<file path="src/hdl/ijs_defines.svh">
// Register offsets, field positions, reset values and timing figures of the judgement sequencer
`ifndef IJS_DEFINES_SVH
`define IJS_DEFINES_SVH

// Register byte offsets
`define IJS_CTRL_OFS      12'h000
`define IJS_UPPER_OFS     12'h004
`define IJS_LOWER_OFS     12'h008
`define IJS_RISE_OFS      12'h00C
`define IJS_WAIT_OFS      12'h010
`define IJS_TEST_OFS      12'h014
`define IJS_HOLD_OFS      12'h018
`define IJS_STATUS_OFS    12'h01C
`define IJS_IRQ_STAT_OFS  12'h020
`define IJS_IRQ_CLR_OFS   12'h024
`define IJS_IRQ_EN_OFS    12'h028

// Control fields (start and stop are write-only pulses)
`define IJS_CTRL_START    0
`define IJS_CTRL_STOP     1
`define IJS_CTRL_HOLD     2
`define IJS_CTRL_UP_EN    3
`define IJS_CTRL_LO_EN    4

// Status fields
`define IJS_ST_IDLE       0
`define IJS_ST_RUN        1
`define IJS_ST_DONE       2
`define IJS_ST_OUT_ON     3
`define IJS_ST_PASS       4
`define IJS_ST_UPPER      5
`define IJS_ST_LOWER      6
`define IJS_ST_PASS_OUT   7

// Interrupt event fields
`define IJS_EV_PASS       0
`define IJS_EV_UPPER      1
`define IJS_EV_LOWER      2
`define IJS_EV_STOP       3

// Reset values
`define IJS_CTRL_RST      32'h0000_0018
`define IJS_LIMIT_RST     32'h0000_0000
`define IJS_TIME_RST      32'h0000_0000

// Timebase: clock period and judgement tick, both in ns
`define IJS_CLK_NS        4
`define IJS_TICK_NS       1000000

`endif

</file>
<file path="src/hdl/ijs_pkg.sv">
// Types shared by the judgement sequencer files
package ijs_pkg;

   // Sequencer states, one-hot
   typedef enum logic [2:0] {
      IJS_IDLE = 3'b001,
      IJS_RUN  = 3'b010,
      IJS_DONE = 3'b100
   } ijs_state_t;

endpackage : ijs_pkg

</file>
<file path="src/hdl/ijs_tick.sv">
// Timebase prescaler: one pulse every TICK_CYCLES clocks while enabled
`timescale 1ns/1ps
`default_nettype none

module ijs_tick #(
   parameter int TICK_CYCLES = 250000
) (
   // Clock and reset
   input  wire logic core_clk,
   input  wire logic reset,
   // Control and pulse
   input  wire logic run,
   output logic      tick
);

   generate
      if (TICK_CYCLES < 1) begin : g_bad
         $error("TICK_CYCLES must be at least one");
      end
   endgenerate

   logic [31:0] cnt;
   logic [31:0] next_cnt;
   logic        next_tick;

   ////////////////////////////////////////////////////////////////////////
   // Count restarts whenever run drops, so a test's first tick is a full period
   always_comb begin
      next_cnt  = cnt + 32'h0000_0001;
      next_tick = 1'b0;
      if (!run) begin
         next_cnt = 32'h0000_0000;
      end else if (cnt >= 32'(TICK_CYCLES - 1)) begin
         next_cnt  = 32'h0000_0000;
         next_tick = 1'b1;
      end
   end

   always_ff @(posedge core_clk) begin
      if (reset) begin
         cnt  <= 32'h0000_0000;
         tick <= 1'b0;
      end else begin
         cnt  <= next_cnt;
         tick <= next_tick;
      end
   end

endmodule : ijs_tick
`default_nettype wire

</file>
<file path="src/hdl/ijs_top.sv">
// Insulation judgement sequencer: limits, timing windows, verdict outputs and APB registers
//
// The APB interface to the registers and the register offsets were chosen for this implementation.
`timescale 1ns/1ps
`default_nettype none
`include "ijs_defines.svh"

module ijs_top
   import ijs_pkg::*;
#(
   parameter int RES_W       = 32,
   parameter int TIME_W      = 16,
   parameter int TICK_CYCLES = `IJS_TICK_NS / `IJS_CLK_NS
) (
   // Clock and reset
   input  wire logic              core_clk,
   input  wire logic              reset,
   // APB slave
   input  wire logic [11:0]       paddr,
   input  wire logic              psel,
   input  wire logic              penable,
   input  wire logic              pwrite,
   input  wire logic [31:0]       pwdata,
   output logic [31:0]            prdata,
   output logic                   pready,
   output logic                   pslverr,
   // Measurement from the front end, same clock
   input  wire logic [RES_W-1:0]  meas_res,
   input  wire logic              meas_valid,
   // Signal I/O port
   input  wire logic              stop_pin,
   output logic                   test_output_on,
   output logic                   pass_out,
   output logic                   upper_fail_out,
   output logic                   lower_fail_out,
   // Indicators
   output logic                   pass_led,
   output logic                   upper_led,
   output logic                   lower_led,
   // Interrupt
   output logic                   irq
);

   generate
      if (RES_W < 1 || RES_W > 32 || TIME_W < 2 || TIME_W > 32) begin : g_bad
         $error("RES_W must be 1..32 and TIME_W 2..32");
      end
   endgenerate

   // Time reached test, used for every window and the hold count
   function automatic logic reached(input logic [TIME_W-1:0] now,
                                    input logic [TIME_W-1:0] lim);
      reached = (now >= lim);
   endfunction : reached

   ////////////////////////////////////////////////////////////////////////
   // Stop pin synchroniser; first stage feeds only the second
   logic stop_meta;
   logic stop_sync;

   always_ff @(posedge core_clk) begin
      if (reset) begin
         stop_meta <= 1'b0;
         stop_sync <= 1'b0;
      end else begin
         stop_meta <= stop_pin;
         stop_sync <= stop_meta;
      end
   end

   ////////////////////////////////////////////////////////////////////////
   // Configuration registers
   logic [4:0]        ctrl;
   logic [RES_W-1:0]  upper_lim;
   logic [RES_W-1:0]  lower_lim;
   logic [TIME_W-1:0] rise_time;
   logic [TIME_W-1:0] wait_time;
   logic [TIME_W-1:0] test_time;
   logic [TIME_W-1:0] hold_time;
   logic [3:0]        irq_en;
   logic [4:0]        next_ctrl;
   logic [RES_W-1:0]  next_upper_lim;
   logic [RES_W-1:0]  next_lower_lim;
   logic [TIME_W-1:0] next_rise_time;
   logic [TIME_W-1:0] next_wait_time;
   logic [TIME_W-1:0] next_test_time;
   logic [TIME_W-1:0] next_hold_time;
   logic [3:0]        next_irq_en;
   logic [31:0]       next_prdata;
   logic              next_pslverr;
   logic              wr_acc;
   logic              start_req;
   logic              stop_req;
   logic [3:0]        irq_clr;
   logic              mapped;

   // Writes take effect only in the access phase
   assign wr_acc    = psel && penable && pwrite;
   assign pready    = 1'b1;
   assign start_req = wr_acc && paddr == `IJS_CTRL_OFS && pwdata[`IJS_CTRL_START];
   assign stop_req  = stop_sync ||
                      (wr_acc && paddr == `IJS_CTRL_OFS && pwdata[`IJS_CTRL_STOP]);
   assign irq_clr   = (wr_acc && paddr == `IJS_IRQ_CLR_OFS) ? pwdata[3:0] : 4'h0;

   ////////////////////////////////////////////////////////////////////////
   // Sequencer state
   ijs_state_t        state;
   ijs_state_t        next_state;
   logic [TIME_W-1:0] elapsed;
   logic [TIME_W-1:0] next_elapsed;
   logic [TIME_W-1:0] hold_cnt;
   logic [TIME_W-1:0] next_hold_cnt;
   logic              next_out_on;
   logic              next_pass_out;
   logic              pass_q;
   logic              upper_q;
   logic              lower_q;
   logic              next_pass_q;
   logic              next_upper_q;
   logic              next_lower_q;
   logic              tick;
   logic              tick_hold;
   logic              upper_hit;
   logic              lower_hit;
   logic [3:0]        ev;
   logic [3:0]        irq_stat;
   logic [3:0]        next_irq_stat;

   ////////////////////////////////////////////////////////////////////////
   // Register decode and read mux; read data is captured in the setup phase
   always_comb begin
      next_ctrl      = ctrl;
      next_upper_lim = upper_lim;
      next_lower_lim = lower_lim;
      next_rise_time = rise_time;
      next_wait_time = wait_time;
      next_test_time = test_time;
      next_hold_time = hold_time;
      next_irq_en    = irq_en;
      next_prdata    = prdata;
      next_pslverr   = pslverr;
      mapped         = 1'b1;
      case (paddr)
         `IJS_CTRL_OFS:     next_prdata = {27'h000_0000, ctrl[4:2], 2'b00};
         `IJS_UPPER_OFS:    next_prdata = 32'(upper_lim);
         `IJS_LOWER_OFS:    next_prdata = 32'(lower_lim);
         `IJS_RISE_OFS:     next_prdata = 32'(rise_time);
         `IJS_WAIT_OFS:     next_prdata = 32'(wait_time);
         `IJS_TEST_OFS:     next_prdata = 32'(test_time);
         `IJS_HOLD_OFS:     next_prdata = 32'(hold_time);
         `IJS_STATUS_OFS:   next_prdata = {24'h00_0000, pass_out, lower_q, upper_q, pass_q,
                                           test_output_on, state[2], state[1], state[0]};
         `IJS_IRQ_STAT_OFS: next_prdata = {28'h000_0000, irq_stat};
         `IJS_IRQ_CLR_OFS:  next_prdata = 32'h0000_0000;
         `IJS_IRQ_EN_OFS:   next_prdata = {28'h000_0000, irq_en};
         default: begin
            next_prdata = 32'h0000_0000;
            mapped      = 1'b0;
         end
      endcase
      if (psel && !penable) begin
         next_pslverr = !mapped;
      end else begin
         next_prdata  = prdata;
      end
      // Limits and times are not changed mid-test, so windows stay consistent
      if (wr_acc && mapped && !(state == IJS_RUN && paddr != `IJS_CTRL_OFS)) begin
         case (paddr)
            `IJS_CTRL_OFS:   next_ctrl      = {pwdata[4:2], 2'b00};
            `IJS_UPPER_OFS:  next_upper_lim = pwdata[RES_W-1:0];
            `IJS_LOWER_OFS:  next_lower_lim = pwdata[RES_W-1:0];
            `IJS_RISE_OFS:   next_rise_time = pwdata[TIME_W-1:0];
            `IJS_WAIT_OFS:   next_wait_time = pwdata[TIME_W-1:0];
            `IJS_TEST_OFS:   next_test_time = pwdata[TIME_W-1:0];
            `IJS_HOLD_OFS:   next_hold_time = pwdata[TIME_W-1:0];
            `IJS_IRQ_EN_OFS: next_irq_en    = pwdata[3:0];
            default:         next_ctrl      = ctrl;
         endcase
      end
   end

   always_ff @(posedge core_clk) begin
      if (reset) begin
         ctrl      <= 5'(`IJS_CTRL_RST);
         upper_lim <= RES_W'(`IJS_LIMIT_RST);
         lower_lim <= RES_W'(`IJS_LIMIT_RST);
         rise_time <= TIME_W'(`IJS_TIME_RST);
         wait_time <= TIME_W'(`IJS_TIME_RST);
         test_time <= TIME_W'(`IJS_TIME_RST);
         hold_time <= TIME_W'(`IJS_TIME_RST);
         irq_en    <= 4'h0;
         prdata    <= 32'h0000_0000;
         pslverr   <= 1'b0;
      end else begin
         ctrl      <= next_ctrl;
         upper_lim <= next_upper_lim;
         lower_lim <= next_lower_lim;
         rise_time <= next_rise_time;
         wait_time <= next_wait_time;
         test_time <= next_test_time;
         hold_time <= next_hold_time;
         irq_en    <= next_irq_en;
         prdata    <= next_prdata;
         pslverr   <= next_pslverr;
      end
   end

   ////////////////////////////////////////////////////////////////////////
   // Judgement timebase, restarted at each test start
   ijs_tick #(
      .TICK_CYCLES (TICK_CYCLES)
   ) u_tick (
      .core_clk (core_clk),
      .reset    (reset),
      .run      (state == IJS_RUN),
      .tick     (tick)
   );

   // Window gating; an unvalidated sample is never judged
   assign upper_hit = ctrl[`IJS_CTRL_UP_EN] && meas_valid && meas_res > upper_lim &&
                      reached(elapsed, rise_time);
   assign lower_hit = ctrl[`IJS_CTRL_LO_EN] && meas_valid && meas_res < lower_lim &&
                      reached(elapsed, wait_time);

   ////////////////////////////////////////////////////////////////////////
   // Sequencer: a fault outranks the pass at the last tick
   always_comb begin
      next_state    = state;
      next_elapsed  = elapsed;
      next_hold_cnt = hold_cnt;
      next_out_on   = test_output_on;
      next_pass_out = pass_out;
      next_pass_q   = pass_q;
      next_upper_q  = upper_q;
      next_lower_q  = lower_q;
      ev            = 4'h0;
      case (state)
         IJS_IDLE: begin
            if (start_req && !stop_req) begin
               next_state   = IJS_RUN;
               next_elapsed = '0;
               next_out_on  = 1'b1;
            end
         end
         IJS_RUN: begin
            if (tick && elapsed != '1) begin
               next_elapsed = elapsed + TIME_W'(1);
            end
            if (stop_req) begin
               next_state  = IJS_IDLE;
               next_out_on = 1'b0;
               ev[`IJS_EV_STOP] = 1'b1;
            end else if (upper_hit) begin
               next_state   = IJS_DONE;
               next_out_on  = 1'b0;
               next_upper_q = 1'b1;
               ev[`IJS_EV_UPPER] = 1'b1;
            end else if (lower_hit) begin
               next_state   = IJS_DONE;
               next_out_on  = 1'b0;
               next_lower_q = 1'b1;
               ev[`IJS_EV_LOWER] = 1'b1;
            end else if (reached(elapsed, test_time)) begin
               next_state    = IJS_DONE;
               next_out_on   = 1'b0;
               next_pass_q   = 1'b1;
               next_pass_out = 1'b1;
               next_hold_cnt = '0;
               ev[`IJS_EV_PASS] = 1'b1;
            end
         end
         IJS_DONE: begin
            if (stop_req) begin
               next_state    = IJS_IDLE;
               next_pass_out = 1'b0;
               next_pass_q   = 1'b0;
               next_upper_q  = 1'b0;
               next_lower_q  = 1'b0;
               ev[`IJS_EV_STOP] = 1'b1;
            end else if (pass_out && !ctrl[`IJS_CTRL_HOLD]) begin
               // Hold time counted in ticks of a second divider that runs only while the pass output is held
               if (reached(hold_cnt, hold_time)) begin
                  next_pass_out = 1'b0;
               end else if (tick_hold) begin
                  next_hold_cnt = hold_cnt + TIME_W'(1);
               end
            end
         end
         default: begin
            next_state = IJS_IDLE;
         end
      endcase
   end

   // Second divider for the hold phase, since the test timebase halts outside a run
   ijs_tick #(
      .TICK_CYCLES (TICK_CYCLES)
   ) u_hold_tick (
      .core_clk (core_clk),
      .reset    (reset),
      .run      (state == IJS_DONE && pass_out),
      .tick     (tick_hold)
   );

   always_ff @(posedge core_clk) begin
      if (reset) begin
         state          <= IJS_IDLE;
         elapsed        <= '0;
         hold_cnt       <= '0;
         test_output_on <= 1'b0;
         pass_out       <= 1'b0;
         pass_q         <= 1'b0;
         upper_q        <= 1'b0;
         lower_q        <= 1'b0;
      end else begin
         state          <= next_state;
         elapsed        <= next_elapsed;
         hold_cnt       <= next_hold_cnt;
         test_output_on <= next_out_on;
         pass_out       <= next_pass_out;
         pass_q         <= next_pass_q;
         upper_q        <= next_upper_q;
         lower_q        <= next_lower_q;
      end
   end

   // Fail outputs and indicators share the verdict flops
   assign upper_fail_out = upper_q;
   assign lower_fail_out = lower_q;
   assign upper_led      = upper_q;
   assign lower_led      = lower_q;
   assign pass_led       = pass_q;

   ////////////////////////////////////////////////////////////////////////
   // Sticky events; a new event in the clearing cycle survives
   always_comb begin
      next_irq_stat = (irq_stat & ~irq_clr) | ev;
   end

   always_ff @(posedge core_clk) begin
      if (reset) begin
         irq_stat <= 4'h0;
         irq      <= 1'b0;
      end else begin
         irq_stat <= next_irq_stat;
         irq      <= |(next_irq_stat & irq_en);
      end
   end

   ////////////////////////////////////////////////////////////////////////
   // Checks
   upper_cut_a: assert property (@(posedge core_clk) disable iff (reset)
      $rose(upper_fail_out) |-> !test_output_on && $past(state == IJS_RUN)
         && $past(meas_res > upper_lim))
      else $error("upper fail without cut or without cause");

   rise_gate_a: assert property (@(posedge core_clk) disable iff (reset)
      $rose(upper_fail_out) |-> $past(elapsed) >= $past(rise_time))
      else $error("upper fail inside ramp interval");

   lower_cut_a: assert property (@(posedge core_clk) disable iff (reset)
      $rose(lower_fail_out) |-> !test_output_on && !upper_fail_out
         && $past(meas_res < lower_lim))
      else $error("lower fail without cut or without cause");

   wait_gate_a: assert property (@(posedge core_clk) disable iff (reset)
      $rose(lower_fail_out) |-> $past(elapsed) >= $past(wait_time))
      else $error("lower fail before wait time");

   pass_end_a: assert property (@(posedge core_clk) disable iff (reset)
      $rose(pass_led) |-> pass_out && !test_output_on
         && $past(elapsed) >= $past(test_time) && !$past(upper_hit || lower_hit))
      else $error("pass without test time or with fault");

   pass_hold_a: assert property (@(posedge core_clk) disable iff (reset)
      pass_out && ctrl[`IJS_CTRL_HOLD] && !stop_req |=> pass_out)
      else $error("pass output dropped in hold mode");

   fail_keep_a: assert property (@(posedge core_clk) disable iff (reset)
      (upper_fail_out || lower_fail_out) && !stop_req |=>
         $stable(upper_fail_out) && $stable(lower_fail_out))
      else $error("fail output changed without stop");

   stop_clear_a: assert property (@(posedge core_clk) disable iff (reset)
      stop_req && state != IJS_IDLE |=> state == IJS_IDLE && !pass_out
         && !upper_led && !lower_led && !pass_led && !test_output_on)
      else $error("stop did not clear verdicts");

endmodule : ijs_top
`default_nettype wire

</file>
<file path="config.mk">
export PLATFORM = sky130hd
export DESIGN_NAME = ijs_top
export DESIGN_NICKNAME = d
export VERILOG_FILES = /design/src/hdl/ijs_pkg.sv /design/src/hdl/ijs_tick.sv /design/src/hdl/ijs_top.sv
export VERILOG_INCLUDE_DIRS = /design/src /design/src/hdl
export SDC_FILE = /design/constraint.sdc
export NUM_CORES = 1
export LEC_CHECK = 0
export CORE_UTILIZATION = 60
export CTS_CLUSTER_SIZE = 8
export DETAILED_ROUTE_END_ITERATION = 10
export DONT_BUFFER_PORTS = 1
export GPL_ROUTABILITY_DRIVEN = 0
export GPL_TIMING_DRIVEN = 0
export PLACE_DENSITY = 0.76
export SLEW_MARGIN = 20
export SYNTH_ARGS = -nofsm -noshare
export SYNTH_HDL_FRONTEND = slang
export SYNTH_SLANG_ARGS = --single-unit
</file>
<file path="constraint.sdc">
create_clock -name core_clk -period 2.8 [get_ports core_clk]
set_input_delay 0.28 -clock core_clk [delete_from_list [all_inputs] [get_ports core_clk]]
set_output_delay 0.28 -clock core_clk [all_outputs]
set_load 0.005 [all_outputs]
</file>
==> impl_results.md <==
* NetSw at about 2.0 mW
* WP data required at 3230 ps
* Via Count at 13600
* Skew-Pair Late Insertion Delay at 540 ps
* Share of the synthesized area in the top cell type at between 30% and 40%
* Die height at between 150 and 200 µm
* CP max FO at 3
* Max Fclk at between 300 and 400 MHz
* Area contributors post-synth: dfxtp_1, ha_1, nand2_1, a21oi_1, inv_1
* Clock sinks at ~280
* Unrepaired setup endpoints after global routing: yes
* Routed Antenna Nets at 0
* Initial DRC count at about 1500
* H-tree lvl count at 2
* Leading area contributor after synthesis: dfxtp_1
* Yosys cell types at roughly 80
* DR DRC count at 0
* Initial antenna violation count at 0
* Placed cell count at about 2100
* Async set-reset flop share out of synthesis at 0%
* Final Skew at ~30 ps
* Mapped cell area at roughly 14000 µm²
* Final min period at 2810 ps
* GRT Total Usage at 35.2%
* Max-capacitance violation count at 0
* Average cell area after synthesis at between 8 and 9 µm²
* Rows at 56
* PortBufs at 0
* Startpoint Class: flop
* Pre-CTS WS at -731 ps
* Top cells by count, synth: nand2_1, dfxtp_1, a21oi_1
* Root Driver: clkbuf_16
* Max Root-Sink Buffers at 3
* Tcrit/Tclk final at 101%
* Worst-margin pin slew at ~940 ps
* Critical path class: flop to flop
* P&R area growth vs syn at 16.4%
* DR pass1 iterations at 6
* Setup ws final at -14.4 ps
* Setup tns final at -14.4 ps
* Seq pwr share at between 40% and 50%
* Share of layout cells above drive strength 1 at a little under a tenth
* Vias/cell at around 6
* Crit end category: flop
* Ports at ~130
* Cell Int Power at 6.80 mW
* Die area at 24400 µm²
* Fin area at 16600 µm²
* Worst hold path class: primary input to flop
* Fin. Hold Viols at 0
* Layout Nets at ~2100
* Post-synth EDFFs at 0
* Core region area at 23400 µm²
* FF+latch count, synth at approximately 280
* Routed WL at about 43000 µm
* Vias in the first global route at between 10000 and 15000
* Failing checks: setup timing
* Power Dens Cells at between 500 and 600 nW/µm²
* Slew HR at between 30 and 40%
* Sequential fraction of the synthesis area at approximately 40%
* Wire per inst at around 20 µm
* Initial Util at roughly three fifths
* Cts bufs inserted at a little over 40
* Overall power at 8.82 mW
* Clock group share of total power at between 40% and 50%
* Clock-pin slew on the worst setup and hold paths at 50 ps
* Max-slew violations at 0
* CTS tree: done
* Arr. time, crit path at about 3300 ps
* YS warnings at 0
* Leakage power at 5.82 nW
* Die width at roughly 160 µm
* Largest net degree at the start of global routing at 15
* Filler cells at approximately 1800
* Total grt overflow at 0
* First-pass GRT wire length at roughly 67000 µm
* Hold slack at a little under 60 ps
* Comb power frac at 4.8%
* Cells after Synth at approximately 1800
* Switching Share at 23.0%
* Max VDD drop at between 500 and 600 µV
* Most common cell in the netlist: nand2_1
* Ys flop type: dfxtp_1
* Post-DP HPWL at approximately 32000 µm
* Finished Layout Cells at approximately 2200
* Placed Instance Area at 14800 µm²
* Outcome: complete, but fails checks
* Finished Core Util at a little under three quarters
* Final setup fails at 1
-- final timing paths --
| check | from | endpoint | slack (ps) | cells after the start |
|---|---|---|---|---|
| max reg2reg | wait_time[13]$_SDFFE_PP0P_ | test_output_on$_SDFFE_PP0P_ | -10 | 9 |
| max | wait_time[13]$_SDFFE_PP0P_ | test_output_on$_SDFFE_PP0P_ | -10 | 9 |
| min reg2reg | stop_meta$_SDFF_PP0_ | stop_sync$_SDFF_PP0_ | 430 | 1 |
| min | paddr[7] | pslverr$_SDFFE_PP0P_ | 60 | 2 |
-- cells in the final DEF, fill, tap and decap left out, types with 10 or more instances in the layout --
| cell type | count |
|---|---|
| buf_4 | 28 |
| ha_1 | 125 |
| and3_1 | 14 |
| nand3_1 | 43 |
| a221oi_1 | 35 |
| clkbuf_16 | 41 |
| nand4_1 | 25 |
| conb_1 | 29 |
| inv_1 | 148 |
| dfxtp_2 | 15 |
| o21ai_0 | 54 |
| nor4_1 | 11 |
| clkbuf_1 | 53 |
| buf_2 | 23 |
| nor2_1 | 132 |
| nor2b_1 | 10 |
| xor2_1 | 23 |
| a21oi_1 | 179 |
| nor3_1 | 35 |
| dlygate4sd3_1 | 29 |
| a22oi_1 | 23 |
| a31oi_1 | 19 |
| dfxtp_1 | 264 |
| xnor2_1 | 22 |
| nand2_1 | 339 |
-- final cells by class --
cell class	instances	area (µm²)	share of cell area (%)
clock inverters	4	50.0	0.301
repair buffers	52	467	2.81
plain buffers	82	367	2.20
inverters	153	574	3.45
well taps	319	399	2.40
flip-flops and latches	281	5650	34.0
diodes	1	2.50	0.0150
multi-input cells	1291	8090	48.6
clock buffers	42	1030	6.19
-- per-layer routing --
metal / GRT usage [%] / routed length [µm] / share of wire [%] / vias to the layer above
met5: 0 / 0 / 0 / -
met4: 14.6 / 1770 / 4.1 / 0
met3: 7.37 / 4390 / 10 / 140
met2: 56.5 / 19500 / 45 / 730
met1: 46.0 / 17800 / 41 / 6344
li1: - / - / - / 6345
-- flip-flops by register name (all words and copies together) (netlist names), 3 cells and up --
register,cells
ctrl,3
elapsed,16
hold_cnt,16
hold_time,16
irq_en,4
irq_stat,4
lower_lim,32
prdata,32
rise_time,16
state,3
test_time,16
u_hold_tick.cnt,32
u_tick.cnt,32
upper_lim,32
wait_time,16
-- worst max-delay path: stages (launching register included) --
cell and delay, ps:
dfxtp_1 360, inv_1 50, ha_1 310, nand4_1 190, nor2_4 90, a2111oi_4 510, a2111oi_4 170, and2_1 210
or4_4 550, a221oi_2 270
-- what timing repair did --
item | in CTS | in global routing
endpoints found under the hold margin | 106 | 0
setup buffers | 9 | 15
setup endpoints to repair | 27 | 23
pin swaps | 13 | 16
hold buffers | 29 | 0
gates resized for setup | 33 | 32
-- power by group through the flow --
stage          Sequential, mW  Combinational [mW]  Clock [mW]
6_report                 4.09               0.422        4.32
5_1_grt                  4.08               0.455        4.52
4_1_cts                  4.09               0.392        4.34
3_5_place_dp             4.16               0.317           0
3_3_place_gp             4.16               0.306           0
2_1_floorplan            4.15               0.219           0
-- logic make-up after synthesis --
family | Yosys count | share of synthesized area (%)
buffers and inverters | 236 | 6.62
flip-flops | 281 | 39.4
XOR/XNOR | 45 | 2.76
AND/OR/NAND/NOR | 680 | 21.5
other | 2 | 0.0526
adder cells (fa/ha/maj) | 131 | 11.5
AO/OA/AOI/OAI | 397 | 17.6
multiplexers | 9 | 0.630
Power figures use the tool's default switching activity.
